## src/pcicfg_map.svh

```systemverilog
// pcicfg_map.svh: offsets, field positions, fixed field values and reset values
// for the configuration command/status block; included by bare name.
`ifndef PCICFG_MAP_SVH
`define PCICFG_MAP_SVH

// ---------------------------------------------------------------
// register byte offsets (dword aligned)
// ---------------------------------------------------------------
`define PCICFG_OFS_CMD_STAT  8'h04
`define PCICFG_OFS_REV_CLASS 8'h08
`define PCICFG_OFS_CLS_LAT   8'h0c

// ---------------------------------------------------------------
// command halfword bit positions
// ---------------------------------------------------------------
`define PCICFG_CMD_MEM_SPACE   1
`define PCICFG_CMD_BUS_MASTER  2
`define PCICFG_CMD_PARITY_RESP 6
`define PCICFG_CMD_SERR_EN     8

// ---------------------------------------------------------------
// status bit positions within the command/status dword
// ---------------------------------------------------------------
`define PCICFG_ST_FB2B_TARGET  23
`define PCICFG_ST_MASTER_PERR  24
`define PCICFG_ST_SEL_LOW      25
`define PCICFG_ST_SEL_HIGH     26
`define PCICFG_ST_TARGET_ABORT_SIGNALLED_RX      28
`define PCICFG_ST_MASTER_ABORT_RECEIVED_RX      29
`define PCICFG_ST_SERR_SIG     30
`define PCICFG_ST_PERR_DET     31

// ---------------------------------------------------------------
// constant field values
// ---------------------------------------------------------------
`define PCICFG_SEL_TIMING    2'h1
`define PCICFG_CLASS_IF      8'h00
`define PCICFG_CLASS_SUB     8'h80
`define PCICFG_CLASS_BASE    8'h02
`define PCICFG_HEADER_TYPE   8'h80
`define PCICFG_SELF_TEST     8'h00

// ---------------------------------------------------------------
// reset values
// ---------------------------------------------------------------
`define PCICFG_RST_CMD       16'h0000
`define PCICFG_RST_FLAGS     5'h00
`define PCICFG_RST_CLS       8'h00
`define PCICFG_RST_LAT       8'h00

// ---------------------------------------------------------------
// honoured cache line sizes (dwords)
// ---------------------------------------------------------------
`define PCICFG_CLS_4         8'h04
`define PCICFG_CLS_8         8'h08
`define PCICFG_CLS_16        8'h10
`define PCICFG_CLS_32        8'h20
`define PCICFG_CLS_64        8'h40

`endif

```

## src/pcicfg_pkg.sv

```systemverilog
// pcicfg_pkg.sv: types shared by the configuration command/status block.
// assumes pcicfg_map.svh holds every number.
package pcicfg_pkg;

  // status flags kept by the flag bank, in this index order
  typedef enum logic [2:0] {
    FLG_MASTER_PERR = 3'h0,
    FLG_TARGET_ABORT_SIGNALLED_RX     = 3'h1,
    FLG_MASTER_ABORT_RECEIVED_RX     = 3'h2,
    FLG_SERR_SIG    = 3'h3,
    FLG_PERR_DET    = 3'h4
  } pcicfg_flag_t;

  // target claim sequencer, one-hot
  typedef enum logic [2:0] {
    CLM_IDLE  = 3'h1,
    CLM_WAIT  = 3'h2,
    CLM_CLAIM = 3'h4
  } pcicfg_claim_t;

endpackage

```

## src/pcicfg_flag_if.sv

```systemverilog
// pcicfg_flag_if.sv: carries set and clear strobes to the sticky flag bank
// and the flag levels back. assumes one clock domain.
`timescale 1ns/10ps
interface pcicfg_flag_if;
  logic [4:0] flagSet;
  logic [4:0] flagClr;
  logic [4:0] flags;
  modport owner (output flagSet, output flagClr, input flags);
  modport bank  (input flagSet, input flagClr, output flags);
endinterface

```

## src/pcicfg_flag_bank.sv

```systemverilog
// pcicfg_flag_bank.sv: write-one-to-clear sticky status flags.
// assumes set/clear strobes come from logic on clk_sys.
`timescale 1ns/10ps
`include "pcicfg_map.svh"
module pcicfg_flag_bank (
  // clock and reset
  input wire logic       clk_sys,
  input wire logic       rstSync_n,
  // flag strobes and levels
  pcicfg_flag_if.bank    fl
);

  logic [4:0] flag_ff;
  logic [4:0] nxt_flag;

  genvar i;
  generate
    for (i = 0; i < 5; i = i + 1) begin : g_flag
      // a set in the clearing cycle wins so no event is lost
      assign nxt_flag[i] = fl.flagSet[i] | (flag_ff[i] & ~fl.flagClr[i]);
    end
  endgenerate

  always_ff @(posedge clk_sys or negedge rstSync_n) begin
    if (!rstSync_n) begin
      flag_ff <= `PCICFG_RST_FLAGS;
    end else begin
      flag_ff <= nxt_flag;
    end
  end

  assign fl.flags = flag_ff;

endmodule

```

## src/pcicfg_regs.sv

```systemverilog
// pcicfg_regs.sv: command/status, revision/class and cache line/latency
// configuration registers of one function, plus the controls they drive.
// assumes a target front end on clk_sys turns configuration cycles into
// one-cycle read/write strobes and reports bus events as one-cycle pulses.
`timescale 1ns/10ps
`include "pcicfg_map.svh"

module pcicfg_regs #(
  // arbitrary value, not a real revision code
  parameter logic [7:0] REVISION_CODE = 8'h3c
) (
  // clock and reset
  input  wire logic       clk_sys,
  input  wire logic       reset_n,
  // configuration access
  input  wire logic       cfgRead,
  input  wire logic       cfgWrite,
  input  wire logic [7:0] cfgAddr,
  input  wire logic [3:0] cfgByteEn,
  input  wire logic [31:0] cfgWrData,
  output logic      [31:0] cfgRdData,
  output logic            cfgRdValid,
  // bus events from the transaction logic
  input  wire logic       masterParityEvent,
  input  wire logic       targetAbortSeen,
  input  wire logic       masterAbortSeen,
  input  wire logic       specialCycle,
  input  wire logic       sysErrCondition,
  input  wire logic       parityErrSeen,
  // target claim
  input  wire logic       memAddrHit,
  input  wire logic       ioAddrHit,
  input  wire logic       targetDone,
  output logic            deviceSelect_n,
  // system error pin (open drain)
  output logic            systemErrorOut_n,
  output logic            systemErrorOutEn,
  // master side controls
  input  wire logic [7:0] masterReadBurst,
  output logic            readMultiple,
  output logic            masterAllowed,
  output logic            parityRespond,
  output logic      [7:0] latencyTimer
);

  // ---------------------------------------------------------------
  // reset release
  // ---------------------------------------------------------------
  logic rstMeta_ff;
  logic rstSync_n;

  always_ff @(posedge clk_sys or negedge reset_n) begin
    if (!reset_n) begin
      rstMeta_ff <= 1'b0;
      rstSync_n  <= 1'b0;
    end else begin
      rstMeta_ff <= 1'b1;
      rstSync_n  <= rstMeta_ff;
    end
  end

  // ---------------------------------------------------------------
  // address decode
  // ---------------------------------------------------------------
  // offsets are kept as full bytes so only their dword index is compared;
  // the two low address bits never select anything in a dword access
  wire [7:0] ofsCmd   = `PCICFG_OFS_CMD_STAT;
  wire [7:0] ofsRev   = `PCICFG_OFS_REV_CLASS;
  wire [7:0] ofsCls   = `PCICFG_OFS_CLS_LAT;
  wire [5:0] cfgDword = cfgAddr[7:2];

  wire hitCmd   = (cfgDword == ofsCmd[7:2]);
  wire hitRev   = (cfgDword == ofsRev[7:2]);
  wire hitCls   = (cfgDword == ofsCls[7:2]);
  wire wrCmd    = cfgWrite & hitCmd;
  wire wrCls    = cfgWrite & hitCls;

  // ---------------------------------------------------------------
  // command halfword
  // ---------------------------------------------------------------
  logic memSpace_ff;
  logic busMaster_ff;
  logic parityResp_ff;
  logic serrEn_ff;

  wire nxt_memSpace   = (wrCmd & cfgByteEn[0]) ?
                        cfgWrData[`PCICFG_CMD_MEM_SPACE] : memSpace_ff;
  wire nxt_busMaster  = (wrCmd & cfgByteEn[0]) ?
                        cfgWrData[`PCICFG_CMD_BUS_MASTER] : busMaster_ff;
  wire nxt_parityResp = (wrCmd & cfgByteEn[0]) ?
                        cfgWrData[`PCICFG_CMD_PARITY_RESP] : parityResp_ff;
  wire nxt_serrEn     = (wrCmd & cfgByteEn[1]) ?
                        cfgWrData[`PCICFG_CMD_SERR_EN] : serrEn_ff;

  always_ff @(posedge clk_sys or negedge rstSync_n) begin
    if (!rstSync_n) begin
      memSpace_ff   <= 1'b0;
      busMaster_ff  <= 1'b0;
      parityResp_ff <= 1'b0;
      serrEn_ff     <= 1'b0;
    end else begin
      memSpace_ff   <= nxt_memSpace;
      busMaster_ff  <= nxt_busMaster;
      parityResp_ff <= nxt_parityResp;
      serrEn_ff     <= nxt_serrEn;
    end
  end

  // fixed-zero positions are never stored, so no write can set them
  logic [15:0] cmdWord;
  always_comb begin
    cmdWord                          = `PCICFG_RST_CMD;
    cmdWord[`PCICFG_CMD_MEM_SPACE]   = memSpace_ff;
    cmdWord[`PCICFG_CMD_BUS_MASTER]  = busMaster_ff;
    cmdWord[`PCICFG_CMD_PARITY_RESP] = parityResp_ff;
    cmdWord[`PCICFG_CMD_SERR_EN]     = serrEn_ff;
  end

  // only configuration access survives an all-zero command word
  wire disconnected = (cmdWord == 16'h0000);

  // ---------------------------------------------------------------
  // status flags
  // ---------------------------------------------------------------
  pcicfg_flag_if flagBus ();

  wire [4:0] clrMask = {cfgWrData[`PCICFG_ST_PERR_DET],
                        cfgWrData[`PCICFG_ST_SERR_SIG],
                        cfgWrData[`PCICFG_ST_MASTER_ABORT_RECEIVED_RX],
                        cfgWrData[`PCICFG_ST_TARGET_ABORT_SIGNALLED_RX],
                        cfgWrData[`PCICFG_ST_MASTER_PERR]};
  // all five flags live in bits 31:24, so only byte lane 3 can clear them
  wire       clrLane = wrCmd & cfgByteEn[3];

  assign flagBus.flagClr = clrLane ? clrMask : 5'h00;
  assign flagBus.flagSet[pcicfg_pkg::FLG_MASTER_PERR] =
         masterParityEvent & parityResp_ff;
  assign flagBus.flagSet[pcicfg_pkg::FLG_TARGET_ABORT_SIGNALLED_RX] = targetAbortSeen;
  assign flagBus.flagSet[pcicfg_pkg::FLG_MASTER_ABORT_RECEIVED_RX] =
         masterAbortSeen & ~specialCycle;
  assign flagBus.flagSet[pcicfg_pkg::FLG_SERR_SIG] = sysErrCondition;
  assign flagBus.flagSet[pcicfg_pkg::FLG_PERR_DET] = parityErrSeen;

  pcicfg_flag_bank u_flags (
    .clk_sys   (clk_sys),
    .rstSync_n (rstSync_n),
    .fl        (flagBus.bank)
  );

  logic [15:0] statWord;
  always_comb begin
    statWord = 16'h0000;
    statWord[`PCICFG_ST_FB2B_TARGET - 16] = 1'b1;
    statWord[`PCICFG_ST_SEL_HIGH - 16 : `PCICFG_ST_SEL_LOW - 16] =
      `PCICFG_SEL_TIMING;
    statWord[`PCICFG_ST_MASTER_PERR - 16] =
      flagBus.flags[pcicfg_pkg::FLG_MASTER_PERR];
    statWord[`PCICFG_ST_TARGET_ABORT_SIGNALLED_RX - 16] = flagBus.flags[pcicfg_pkg::FLG_TARGET_ABORT_SIGNALLED_RX];
    statWord[`PCICFG_ST_MASTER_ABORT_RECEIVED_RX - 16] = flagBus.flags[pcicfg_pkg::FLG_MASTER_ABORT_RECEIVED_RX];
    statWord[`PCICFG_ST_SERR_SIG - 16] = flagBus.flags[pcicfg_pkg::FLG_SERR_SIG];
    statWord[`PCICFG_ST_PERR_DET - 16] = flagBus.flags[pcicfg_pkg::FLG_PERR_DET];
  end

  // ---------------------------------------------------------------
  // cache line size and latency timer
  // ---------------------------------------------------------------
  logic [7:0] cacheLine_ff;
  logic [7:0] latency_ff;

  wire [7:0] nxt_cacheLine = (wrCls & cfgByteEn[0]) ? cfgWrData[7:0] : cacheLine_ff;
  wire [7:0] nxt_latency   = (wrCls & cfgByteEn[1]) ? cfgWrData[15:8] : latency_ff;

  always_ff @(posedge clk_sys or negedge rstSync_n) begin
    if (!rstSync_n) begin
      cacheLine_ff <= `PCICFG_RST_CLS;
      latency_ff   <= `PCICFG_RST_LAT;
    end else begin
      cacheLine_ff <= nxt_cacheLine;
      latency_ff   <= nxt_latency;
    end
  end

  // the stored value reads back as written; only its use is filtered
  wire clsHonoured = (cacheLine_ff == `PCICFG_CLS_4)  ||
                     (cacheLine_ff == `PCICFG_CLS_8)  ||
                     (cacheLine_ff == `PCICFG_CLS_16) ||
                     (cacheLine_ff == `PCICFG_CLS_32) ||
                     (cacheLine_ff == `PCICFG_CLS_64);
  wire [7:0] clsEffective = clsHonoured ? cacheLine_ff : 8'h00;

  // an unset line size means plain reads, never read multiple
  wire nxt_readMultiple = (clsEffective != 8'h00) &&
                          (masterReadBurst > clsEffective);

  // ---------------------------------------------------------------
  // read data
  // ---------------------------------------------------------------
  wire [31:0] revWord = {`PCICFG_CLASS_BASE, `PCICFG_CLASS_SUB,
                         `PCICFG_CLASS_IF, REVISION_CODE};
  wire [31:0] clsWord = {`PCICFG_SELF_TEST, `PCICFG_HEADER_TYPE,
                         latency_ff, cacheLine_ff};

  // unmapped offsets read zero
  wire [31:0] nxt_rdData = hitCmd ? {statWord, cmdWord} :
                           hitRev ? revWord :
                           hitCls ? clsWord : 32'h0000_0000;

  always_ff @(posedge clk_sys or negedge rstSync_n) begin
    if (!rstSync_n) begin
      cfgRdValid <= 1'b0;
    end else begin
      cfgRdValid <= cfgRead;
    end
  end

  // data holds between reads so a slow host may sample it late
  always_ff @(posedge clk_sys or negedge rstSync_n) begin
    if (!rstSync_n) begin
      cfgRdData <= 32'h0000_0000;
    end else if (cfgRead) begin
      cfgRdData <= nxt_rdData;
    end
  end

  // ---------------------------------------------------------------
  // target claim, medium select timing
  // ---------------------------------------------------------------
  pcicfg_pkg::pcicfg_claim_t claim_ff;
  pcicfg_pkg::pcicfg_claim_t nxt_claim;

  // io hits are deliberately not looked at: io space is never claimed
  wire claimStart = memAddrHit & memSpace_ff & ~disconnected;

  always_comb begin
    case (claim_ff)
      pcicfg_pkg::CLM_IDLE: begin
        nxt_claim = claimStart ? pcicfg_pkg::CLM_WAIT : pcicfg_pkg::CLM_IDLE;
      end
      pcicfg_pkg::CLM_WAIT: begin
        nxt_claim = pcicfg_pkg::CLM_CLAIM;
      end
      pcicfg_pkg::CLM_CLAIM: begin
        nxt_claim = targetDone ? pcicfg_pkg::CLM_IDLE : pcicfg_pkg::CLM_CLAIM;
      end
      default: begin
        nxt_claim = pcicfg_pkg::CLM_IDLE;
      end
    endcase
  end

  // io hits end here on purpose: nothing downstream may claim them
  wire unusedIo  = ioAddrHit;
  wire claimNext = (nxt_claim == pcicfg_pkg::CLM_CLAIM);

  always_ff @(posedge clk_sys or negedge rstSync_n) begin
    if (!rstSync_n) begin
      claim_ff <= pcicfg_pkg::CLM_IDLE;
    end else begin
      claim_ff <= nxt_claim;
    end
  end

  // taken from the next state so the pin leaves a flop without extra lag
  always_ff @(posedge clk_sys or negedge rstSync_n) begin
    if (!rstSync_n) begin
      deviceSelect_n <= 1'b1;
    end else begin
      deviceSelect_n <= ~claimNext;
    end
  end

  // ---------------------------------------------------------------
  // registered controls and system error pin
  // ---------------------------------------------------------------
  wire serrDrive = sysErrCondition & serrEn_ff;

  always_ff @(posedge clk_sys or negedge rstSync_n) begin
    if (!rstSync_n) begin
      readMultiple <= 1'b0;
    end else begin
      readMultiple <= nxt_readMultiple;
    end
  end

  always_ff @(posedge clk_sys or negedge rstSync_n) begin
    if (!rstSync_n) begin
      masterAllowed <= 1'b0;
    end else begin
      masterAllowed <= busMaster_ff & ~disconnected;
    end
  end

  always_ff @(posedge clk_sys or negedge rstSync_n) begin
    if (!rstSync_n) begin
      parityRespond <= 1'b0;
      latencyTimer  <= `PCICFG_RST_LAT;
    end else begin
      parityRespond <= parityResp_ff;
      latencyTimer  <= latency_ff;
    end
  end

  // open drain: only ever pulls low, and only while enabled
  always_ff @(posedge clk_sys or negedge rstSync_n) begin
    if (!rstSync_n) begin
      systemErrorOut_n <= 1'b1;
      systemErrorOutEn <= 1'b0;
    end else begin
      systemErrorOut_n <= ~serrDrive;
      systemErrorOutEn <= serrDrive;
    end
  end

endmodule

```

## config.mk

```make
export PLATFORM = sky130hd
export DESIGN_NAME = pcicfg_regs
export DESIGN_NICKNAME = d
export VERILOG_FILES = /design/src/pcicfg_pkg.sv /design/src/pcicfg_flag_if.sv /design/src/pcicfg_flag_bank.sv /design/src/pcicfg_regs.sv
export VERILOG_INCLUDE_DIRS = /design/src
export SDC_FILE = /design/constraint.sdc
export NUM_CORES = 1
export LEC_CHECK = 0
export ABC_AREA = 1
export BUFFER_PORTS_ARGS = -buffer_cell sky130_fd_sc_hd__buf_2
export CORE_MARGIN = 3
export CORE_UTILIZATION = 40
export DETAILED_ROUTE_END_ITERATION = 12
export GPL_TIMING_DRIVEN = 1
export PLACE_DENSITY = 0.75
export SKIP_LAST_GASP = 1
export SYNTH_ARGS = -nofsm -noshare
export SYNTH_HDL_FRONTEND = slang
export SYNTH_SLANG_ARGS = --single-unit
```

## constraint.sdc

```tcl
create_clock -name clk_sys -period 2.1 [get_ports clk_sys]
set_clock_uncertainty 0.05 [all_clocks]
set_input_delay 0.21 -clock clk_sys [delete_from_list [all_inputs] [get_ports clk_sys]]
set_output_delay 0.21 -clock clk_sys [all_outputs]
set_load 0.005 [all_outputs]
```

; Yosys cells after proc, flatten, opt, wreduce, memory -nomap -nowiden
; Index checks and enable logic that the tools add are counted.
[classes]
mux = 8
n_addsub = 0
shift = 0
div_mod_pow = 0
n_bitwise = 32
n_lt_le_gt_ge = 1
n_eq_ne = 12
multipliers = 0
reduce_logical = 7
[op_table]
columns = cell, count
row1 = $mux 32, 1
row2 = $mux 26, 1
row3 = $mux 24, 1
row4 = $and 1x1->1, 18
row5 = $logic_not 16->1, 1
row6 = $eq 6x2->1 const B, 2
row7 = $not 1->1, 9
row8 = $pmux 3 s3, 1
row9 = $eq 8x3->1 const B, 1
row10 = $eq 8x4->1 const B, 1
row11 = $eq 8x5->1 const B, 1
row12 = $eq 8x6->1 const B, 1
row13 = $eq 8x7->1 const B, 1
row14 = $gt 8x8->1, 1
row15 = $mux 8, 1
row16 = $reduce_bool 8->1, 1
row17 = $eq 3x3->1 const B, 2
row18 = $eq 6x1->1 const B, 1
row19 = $mux 5, 1
row20 = $or 1x1->1, 5
row21 = $logic_or 1x1->1, 4
row22 = $eq 3x1->1 const B, 1
row23 = $eq 3x2->1 const B, 1
row24 = $mux 3, 1
row25 = other kinds (2), 2
[totals]
rom_bits = 0
in_bits = 65
wordCells = 79
mem_count = 0
register_bits = 77
ramBits = 0
output_inout_bits = 47
latch_bits = 0

; Depth between registers and ports, before layout
; Gate-level depths: netlist of the first run.
[logic_depth]
word_depth = 8
depth_mapped = 11
mapped_depth_nobuf = 11

; By module
; A second synthesis of the first run with hierarchy kept.
[hier_totals]
cells_unflattened = 348
hier_area_um2 = 3059.2
[by_module_without_submodules]
columns = mod, area_each_um2, cells_per_inst, instances, seq_area_each_um2
row1 = pcicfg_regs, 2859.0, 323, 1, 1580.3
row2 = pcicfg_flag_bank, 200.2, 25, 1, 125.1

; Worst setup path before layout of the first run
; No wires, ideal clock.
[synth_timing]
path_kind = reg2reg
from = reg cacheLine_ff[1]
to = reg readMultiple
slack_ns = 0.392
required_time_ns = 1.931
path_buffers = 0
path_stages_with_launch = 10
period_less_slack_ns = 1.708
setup_time_ns = 0.119
arrival_ns = 1.539
path_cell_list = dfrtp_1 nor2_1 nand2_1 or2_2 ha_1 nand2_1 nor2_1 a21oi_1 nand2_1 nor2_1
[synth_between]
elab_chain_cells = 8
word_cells_on_any_way = 13
cone_classes = order compare: 1 / eq/ne: 5 / mux: 1 / reduce/logical: 6
[synth_rtl]
columns = item, line
row1 = "start, declared", pcicfg_regs.sv:167  ; logic [7:0] cacheLine_ff;
row2 = "start signal, assigned", pcicfg_regs.sv:175  ; cacheLine_ff <= `PCICFG_RST_CLS;
row3 = "start signal, assigned", pcicfg_regs.sv:178  ; cacheLine_ff <= nxt_cacheLine;
row4 = $eq 8x3->1 (no source line) / $eq 8x4->1 (equally long branches), -
row5 = $logic_or 1x1->1 (4 in a row), pcicfg_regs.sv:184  ; wire clsHonoured = (cacheLine_ff == `PCICFG_CLS_4) ||
row6 = $mux 8 *, pcicfg_regs.sv:189  ; wire [7:0] clsEffective = clsHonoured ? cacheLine_ff : 8'h00;
row7 = $gt 8x8->1 / $reduce_bool 8->1 (equally long branches), "pcicfg_regs.sv:193, pcicfg_regs.sv:192"
row8 = $logic_and 1x1->1 *, pcicfg_regs.sv:192  ; wire nxt_readMultiple = (clsEffective != 8'h00) &&
row9 = net nxt_readMultiple, pcicfg_regs.sv:192
row10 = "end signal, assigned", pcicfg_regs.sv:281  ; readMultiple <= nxt_readMultiple;
row11 = "end, declared", pcicfg_regs.sv:40  ; output logic readMultiple,
; Mark *: on every way through the listed nets, which the timed path passes. The rest lies on a longest branch.
; A chain may end at the register's enable or synchronous reset.

; Worst setup path after layout of the first run
[layout_timing]
from = reg cacheLine_ff[0]
to = reg readMultiple
; Same word-level chain as after synthesis.

==> run_results.csv, run 1 <==
group,metric,value,unit
final_layout,fin_cells,533,
yosys,synth_area_per_cell,9.34,um2
cts,cts_buffers,9,
run,maxCapViolCount,0,
place,portBuffers,87,
floorplanning,rows,31,
timing,tns,0,ps
floorplanning,dieHeight,94.2,um
cts,htree_levels,3,
yosys,yosys_warnings,0,
critical_path,cp_data_required_time,2270,ps
yosys,yosysTopAreaCell,"dfrtp_1",
floorplanning,core-area,7410,um2
timing,period_needed,1840,ps
hold_path,min_from,"masterAbortSeen",
yosys,syn_area,3110,um2
yosys,synth_cell_types,30,
critical_path,worstReg2RegStart,"cacheLine_ff[0]",
place,place_inst,514,
timing,setup_viol,0,
route,drtIter0Drc,104,
place,hpwl,4730,um
critical_path,path_class,"flip-flop to flip-flop",
critical_path,end_kind,"flip-flop",
route,post_drt_wl_per_cell,12.2,um
yosys,synthMuxAreaShare,0,
cts,cts_sinks,68,
timing,finalCritPeriodShare,0.876,
hold_path,min_path_type,"primary input to flip-flop",
global_route,overflow,0,
route,vias,2423,
yosys,synthCells,333,
global_route,grt_pass1_vias,2371,
yosys,synth_top_family_by_area,"simple AND/OR/NAND/NOR gates",
critical_path,rr_worst_depth,9,
cts,clk-insertion-delay-late,330,ps
floorplanning,initial_core_util,0.420,
global_route,grt_max_degree,46,
floorplanning,io_pins,112,
route,finalWirelength,6520,um
run_status,outcome,"completed",
yosys,synth-seq-cells,68,
floorplanning,dieArea,8870,um2
critical_path,cp.arrival,2010,ps
cts,cts_tree,"built",
final_layout,diodes,0,
hold_path,holdPathStages,3,
yosys,synth_compound_area_frac,0.0761,
timing,maxSlewViolCount,0,
global_route,grt_pass1_wl,10600,um
critical_path,crit_path_start,"cacheLine_ff[0]",
timing,max_clock_freq,543,MHz
yosys,synth.top_cell.area_share,0.523,
floorplanning,die_x,94.2,um
power,vdd_drop_max,400,uV
power,powerDensity,752,nW/um2
yosys,synth_area_leaders,"dfrtp_1 (52%), nand2_1 (12%), inv_1 (4.6%), o21ai_2 (4.5%), ha_1 (3.2%)",
cts,cts.clk_slew.worst_paths,70,ps
yosys,synth_fa_ha_area_frac,0.0322,
yosys,synth_xor_area_frac,0,
route,drtAntennaViolNets,0,
route,dr.pass1.iters,5,
yosys,seq_area_frac_synth,0.548,
global_route,gr-usage-all-layers,0.154,
power,p_leak,2.19,nW
critical_path,start_kind,"flip-flop",
yosys,synth-simple-area-share,0.248,
route,drc,0,
final_layout,syn2layout_area_growth,23.9,%
place,globalplace.congestion,0.773,
cts,clockBufferDepth,2,
route,via_per_inst,4.55,
final_layout,nets,502,
timing,rsz0062_at_grt,"no",
critical_path,worstPathMaxFanout,4,
final_layout,drive_above_1_share,0.346,
timing,timing.final.hold_violations,0,
critical_path,r2r_slack,260,ps
global_route,grt_antenna_before_repair,1,
cts,ctsResizeCount,0,
cts,cts-root-buf,"clkbuf_8",
[placed cells by master, fill, tap and decap left out, types with 6 or more instances in the layout]
cell / netlist / final
nand2_2: 11 / 11
o21ai_1: 9 / 9
a21oi_1: 6 / 6
nand4_1: 9 / 9
conb_1: 2 / 13
inv_1: 38 / 38
clkbuf_8: 0 / 9
nor2_1: 13 / 13
nand3_1: 14 / 14
nand2_1: 100 / 100
buf_2: 1 / 87
o21ai_2: 16 / 16
dfrtp_1: 65 / 64
ha_1: 8 / 8
[flip-flops by register name (all words and copies together) (netlist names), 3 cells and up]
register          flops
cfgRdData            23
cacheLine_ff          8
latencyTimer          8
latency_ff            8
u_flags.fl.flags      5
claim_ff              3
[layout make-up]
class / count / area, um2
timing repair buffer: 92 / 493
tap: 99 / 124
fill: 694 / 3560
clock inverter: 6 / 88.8
sequential: 68 / 1710
multi-input combinational: 217 / 1160
inverter: 41 / 155
clock buffer: 10 / 128
[worst max-delay path, cell delays in order, from the launching register on]
cell,delay [ps]
dfrtp_1,410
nor2_1,200
nand2_1,110
or2_2,310
ha_1,270
nand2_1,60
nor2_1,130
a21oi_1,80
nand2_1,70
nor2_1,30
[timing repair]
action | CTS | global route
hold buffers | 3 | 0
endpoints found under the hold margin | 4 | 0
buffers inserted | 0 | 0
[final timing paths]
path,to
hold reg to reg,latency_ff[1]
hold / removal,u_flags.fl.flags[2]
min in group asynchronous,rstMeta_ff
setup / recovery,readMultiple
setup reg to reg,readMultiple
max in group asynchronous,deviceSelect_n
[cells by family (layout without fill, tap and decap cells)]
family,Yosys count,count (layout)
buffers and inverters,59,149
flip-flops,68,68
AO/OA/AOI/OAI,35,35
adder cells (fa/ha/maj),8,8
AND/OR/NAND/NOR,161,161
other,2,13
[layer usage]
layer,track usage,routed length [um],vias up
li1,-,-,1215
met1,0.183,2720,1124
met2,0.257,3240,71
met3,0.0553,460,11
met4,0.0554,87,2
met5,0,7,-
[synth_stat cells]
cell type  number
a21oi_1         6
a31oi_1         1
buf_2           1
buf_4           9
buf_6           4
clkbuf_1        4
clkinv_2        1
conb_1          2
dfrtp_1        65
dfstp_2         3
ha_1            8
inv_1          38
inv_2           2
nand2_1       100
nand2_2        11
nand2_4         2
nand3_1        14
nand3_2         2
nand3_4         2
nand3b_1        1
nand4_1         9
nor2_1         13
nor2_2          2
nor2_4          2
nor2_8          1
nor4_1          1
o21ai_0         3
o21ai_1         9
o21ai_2        16
or2_2           1
[through the flow]
step	cell area (um2)	utilization	hold slack [ps]	worst slack, ps	power [mW]
finish	3850	0.520	26.9	260	2.90
global route	3850	0.520	17.2	52.2	3.06
CTS	3850	0.520	8.84	254	2.94
detailed placement	3610	0.487	-52.9	270	1.76
global placement	3610	0.487	-55.1	268	1.75
floorplan	3150	-	-136	21.5	1.65
[power breakdown]
group / internal (mW) / leakage [nW] / total, mW / switching, mW
Clock: 0.669 / 0.102 / 1.16 / 0.490
Combinational: 0.128 / 1.20 / 0.305 / 0.177
Sequential: 1.38 / 0.895 / 1.43 / 0.0557
Note: power is estimated with default switching activity, not from simulation.
==> run 2, diff against run 1 <==
--- a/config.mk
+++ b/config.mk
@@ -12,7 +12,7 @@
 export CORE_UTILIZATION = 40
 export DETAILED_ROUTE_END_ITERATION = 12
 export GPL_TIMING_DRIVEN = 1
-export PLACE_DENSITY = 0.75
+export PLACE_DENSITY = 0.69
 export SKIP_LAST_GASP = 1
 export SYNTH_ARGS = -nofsm -noshare
 export SYNTH_HDL_FRONTEND = slang
==> run_results.csv, run 2 (synthesized netlist as in run 1, its figures left out) <==
group,metric,value,unit
critical_path,cp.arrival,2050,ps
floorplanning,die_x,94.2,um
final_layout,layout_commonest_cell,"nand2_1",
route,drtIter0Drc,127,
timing,hold_ws,29.1,ps
critical_path,end_kind,"flip-flop",
cts,cts_sinks,68,
global_route,gr-usage-all-layers,0.155,
route,dr.pass1.iters,4,
floorplanning,initial_core_util,0.420,
route,drtAntennaViolNets,0,
final_layout,syn2layout_area_growth,24.1,%
floorplanning,core-area,7410,um2
route,via_per_inst,4.47,
floorplanning,dieArea,8870,um2
global_route,grt_pass1_vias,2412,
final_layout,diodes,0,
run_status,outcome,"completed",
timing,timing.final.hold_violations,0,
timing,maxSlewViolCount,0,
timing,period_needed,1870,ps
critical_path,rr_worst_depth,9,
final_layout,top_register,"cfgRdData",
critical_path,critPathCapture,"readMultiple",
critical_path,worstReg2RegStart,"cacheLine_ff[1]",
critical_path,crit_path_start,"cacheLine_ff[1]",
critical_path,cp_data_required_time,2280,ps
final_layout,drive_above_1_share,0.349,
cts,htree_levels,3,
floorplanning,dieHeight,94.2,um
run,maxCapViolCount,0,
final_layout,fin_cells,535,
cts,cts_buffers,9,
critical_path,r2r_slack,230,ps
final_layout,nets,504,
power,powerDensity,735,nW/um2
final_layout,largest_reg_flops,23,
critical_path,path_class,"flip-flop to flip-flop",
cts,post_cts_buffers,0,
floorplanning,rows,31,
place,hpwl,4810,um
timing,finalCritPeriodShare,0.892,
final_layout,layout_common_cells,"nand2_1 (100), buf_2 (87), dfrtp_1 (64)",
hold_path,min_path_type,"primary input to flip-flop",
place,portBuffers,87,
power,p_leak,2.20,nW
global_route,grt_pass1_wl,10700,um
critical_path,worstPathMaxFanout,4,
route,drc,0,
cts,cts-root-buf,"clkbuf_8",
global_route,grt_max_degree,31,
critical_path,start_kind,"flip-flop",
critical_path,timing.rr.end,"readMultiple",
timing,max_clock_freq,534,MHz
global_route,overflow,0,
route,finalWirelength,6470,um
route,vias,2391,
place,globalplace.congestion,0.814,
cts,cts_tree,"built",
cts,clockBufferDepth,2,
place,place_inst,515,
floorplanning,io_pins,112,
cts,cts.clk_slew.worst_paths,80,ps
timing,rsz0062_at_grt,"no",
route,post_drt_wl_per_cell,12.1,um
power,vdd_drop_max,362,uV
cts,clk-insertion-delay-late,330,ps
global_route,grt_antenna_before_repair,0,
hold_path,holdPathStages,3,
timing,tns,0,ps
timing,setup_viol,0,
==> run 2: timing repair <==
action                    CTS  global route
hold endpoints to repair    5             0
gates resized for setup     0             0
hold buffers                4             0
==> run 2: critical path, cell delays in order, from the launching register on <==
cell,delay (ps)
dfrtp_1,400
nor2_1,230
nand2_1,130
or2_2,310
ha_1,270
nand2_1,50
nor2_1,140
a21oi_1,80
nand2_1,70
nor2_1,30
==> run 2: routing by layer <==
metal,vias to the layer above,share of wire,global-route usage
met5,-,0,0
met4,0,0.015,0.0614
met3,10,0.064,0.0417
met2,62,0.48,0.257
met1,1100,0.44,0.192
li1,1219,-,-
==> run 2: layout make-up <==
| class | count | area [um2] |
|---|---|---|
| Multi-Input combinational cell | 217 | 1160 |
| Fill cell | 733 | 3550 |
| Inverter | 41 | 155 |
| Clock inverter | 7 | 81.3 |
| Tap cell | 99 | 124 |
| Timing Repair Buffer | 94 | 510 |
| Sequential cell | 68 | 1710 |
| Clock buffer | 9 | 124 |
==> run 2: worst min path at each step <==
stage                     endpoint  slack [ps]             from
6_report       u_flags.fl.flags[2]          30  masterAbortSeen
5_1_grt        u_flags.fl.flags[2]          40  masterAbortSeen
4_1_cts        u_flags.fl.flags[2]          10  masterAbortSeen
3_5_place_dp            rstMeta_ff         -50          reset_n
3_3_place_gp            rstMeta_ff         -50          reset_n
2_1_floorplan           rstMeta_ff        -140          reset_n
==> run 2: power by group <==
part           leakage, nW  switching (mW)  internal [mW]
logic                 1.20           0.179          0.130
clock network        0.101           0.531          0.565
registers            0.895          0.0547           1.38
total                 2.20           0.765           2.07
==> run 2: per-stage QoR <==
stage | utilization | power, mW | area, um2 | setup slack [ps]
after floorplan | - | 1.65 | 3150 | 21.5
after global placement | 0.488 | 1.75 | 3610 | 266
after detailed placement | 0.488 | 1.77 | 3610 | 238
after CTS | 0.521 | 2.88 | 3860 | 229
after global routing | 0.521 | 3.01 | 3860 | 31.4
final | 0.521 | 2.84 | 3860 | 227
==> run 3, diff against run 2 <==
--- a/config.mk
+++ b/config.mk
@@ -8,7 +8,7 @@
 export LEC_CHECK = 0
 export ABC_AREA = 1
 export BUFFER_PORTS_ARGS = -buffer_cell sky130_fd_sc_hd__buf_2
-export CORE_MARGIN = 3
+export CORE_MARGIN = 2
 export CORE_UTILIZATION = 40
 export DETAILED_ROUTE_END_ITERATION = 12
 export GPL_TIMING_DRIVEN = 1
==> run_results.csv, run 3 (synthesized netlist as in run 1, its figures left out) <==
group,metric,value,unit
run_status,outcome,"completed",
floorplanning,initial_core_util,0.407,
critical_path,timing.rr.end,"readMultiple",
run,maxCapViolCount,0,
final_layout,syn2layout_area_growth,25.2,%
route,post_drt_wl_per_cell,11.9,um
final_layout,seq_area,1710,um2
cts,cts_tree,"built",
cts,cts.clk_slew.worst_paths,80,ps
critical_path,worstPathMaxFanout,4,
critical_path,cp_data_required_time,2290,ps
power,vdd_drop_max,573,uV
cts,htree_levels,3,
timing,period_needed,1860,ps
final_layout,multi_input_area,1160,um2
global_route,grt_pass1_vias,2381,
power,pwr-share-clk,0.431,
critical_path,end_kind,"flip-flop",
critical_path,crit_path_cell_trace,"nor2_1 > nand2_1 > or2_2 > ha_1 > nand2_1 > nor2_1 > a21oi_1 > nand2_1 > nor2_1",
place,portBuffers,87,
place,globalplace.congestion,0.825,
timing,tns,0,ps
critical_path,crit_cells,9,
critical_path,r2r_slack,240,ps
timing,setup_viol,0,
route,drc,0,
final_layout,fillers,736,
route,via_per_inst,4.47,
hold_path,min_path_type,"primary input to flip-flop",
route,drtIter0Drc,94,
critical_path,crit_buf_inv,0,
place,hpwl,4590,um
place,place_inst,518,
route,finalWirelength,6390,um
power,p_sw_frac,0.247,
critical_path,worstReg2RegStart,"cacheLine_ff[0]",
cts,cts-root-buf,"clkbuf_8",
timing,rsz0062_at_grt,"no",
critical_path,max_stage_delay,410,ps
power,p_int,2.30,mW
timing,timing.final.hold_violations,0,
global_route,gr-usage-all-layers,0.163,
critical_path,critPathCapture,"readMultiple",
critical_path,cp.arrival,2050,ps
final_layout,fin_cells,537,
timing,finalCritPeriodShare,0.888,
route,vias,2403,
critical_path,crit_path_start,"cacheLine_ff[0]",
power,p_leak,2.21,nW
route,dr.pass1.iters,6,
cts,cts_sinks,68,
floorplanning,die_x,92.2,um
critical_path,path_class,"flip-flop to flip-flop",
timing,max_clock_freq,536,MHz
critical_path,path_delay_family,"simple AND/OR/NAND/NOR gates",
power,comb_power_share,0.103,
floorplanning,io_pins,112,
cts,post_cts_buffers,0,
final_layout,layout_commonest_cell,"nand2_1",
floorplanning,core-area,7650,um2
power,p_seq_frac,0.467,
floorplanning,dieArea,8490,um2
global_route,grt_antenna_before_repair,0,
floorplanning,rows,32,
global_route,grt_pass1_wl,10800,um
cts,clockBufferDepth,2,
power,powerDensity,785,nW/um2
cts,cts_buffers,9,
critical_path,start_kind,"flip-flop",
power,p_switching,0.755,mW
final_layout,nets,503,
power,total_power,3.06,mW
final_layout,diodes,0,
global_route,grt_max_degree,40,
critical_path,rr_worst_depth,9,
final_layout,layout_common_cells,"nand2_1 (100), buf_2 (87), dfrtp_1 (64)",
timing,maxSlewViolCount,0,
route,drtAntennaViolNets,0,
global_route,overflow,0,
floorplanning,dieHeight,92.2,um
cts,clk-insertion-delay-late,340,ps
final_layout,top_register,"cfgRdData",
final_layout,largest_reg_flops,23,
final_layout,drive_above_1_share,0.349,
critical_path,crit_path_top_delay_cell,"dfrtp_1",
run 3: changes by cell type in the layout (fill, tap and decap cells not counted):
cell,change
inv_6,-2
dlygate4sd3_1,-1
clkinv_4,-1
bufinv_16,+2
clkinvlp_4,+1
run 3: routing by layer:
metal / up-vias / share of wire / GRT usage
li1: 1221 / - / -
met1: 1101 / 0.43 / 0.198
met2: 72 / 0.49 / 0.275
met3: 9 / 0.070 / 0.0575
met4: 0 / 0.011 / 0.0435
met5: - / 0 / 0
run 3: worst register-to-register path: stages, from the launching register on:
cell and delay, ps:
dfrtp_1 410, nor2_1 210, nand2_1 120, or2_2 310
ha_1 280, nand2_1 60, nor2_1 140, a21oi_1 80
nand2_1 70, nor2_1 40
run 3: area by class of cell:
class	instances	area share
clock buffers	9	0.0318
multi-input cells	217	0.297
flip-flops and latches	68	0.438
repair buffers	93	0.129
well taps	102	0.0328
inverters	41	0.0398
clock inverters	7	0.0315
run 3: timing repair:
action                                 CTS  global route
hold buffers                             3             0
endpoints found under the hold margin    4             0
resized for setup                        0             0
run 3: worst min path at each step:
stage	from	to	slack, ps	depth (start not counted)
after floorplan	reset_n	rstMeta_ff	-140	0
after global placement	reset_n	rstMeta_ff	-50	1
after detailed placement	reset_n	rstMeta_ff	-50	1
after CTS	targetAbortSeen	u_flags.fl.flags[1]	0.7	3
after global routing	masterAbortSeen	u_flags.fl.flags[2]	5	3
final	targetAbortSeen	u_flags.fl.flags[1]	10	3
run 3: per-stage QoR:
step | hold WS (ps) | instance area [um2] | utilization | setup slack [ps]
detailed placement | -49.5 | 3620 | 0.473 | 233
global route | 4.59 | 3890 | 0.509 | 66.7
floorplan | -136 | 3150 | - | 21.5
finish | 9.95 | 3890 | 0.509 | 236
CTS | 0.683 | 3890 | 0.509 | 228
global placement | -51.5 | 3620 | 0.473 | 267
run 3: power by group through the flow:
stage	logic, mW	clock network [mW]	registers, mW
3_3_place_gp	0.305	0	1.45
3_5_place_dp	0.315	0	1.45
4_1_cts	0.321	1.35	1.43
5_1_grt	0.368	1.42	1.44
6_report	0.314	1.32	1.43
2_1_floorplan	0.185	0	1.46
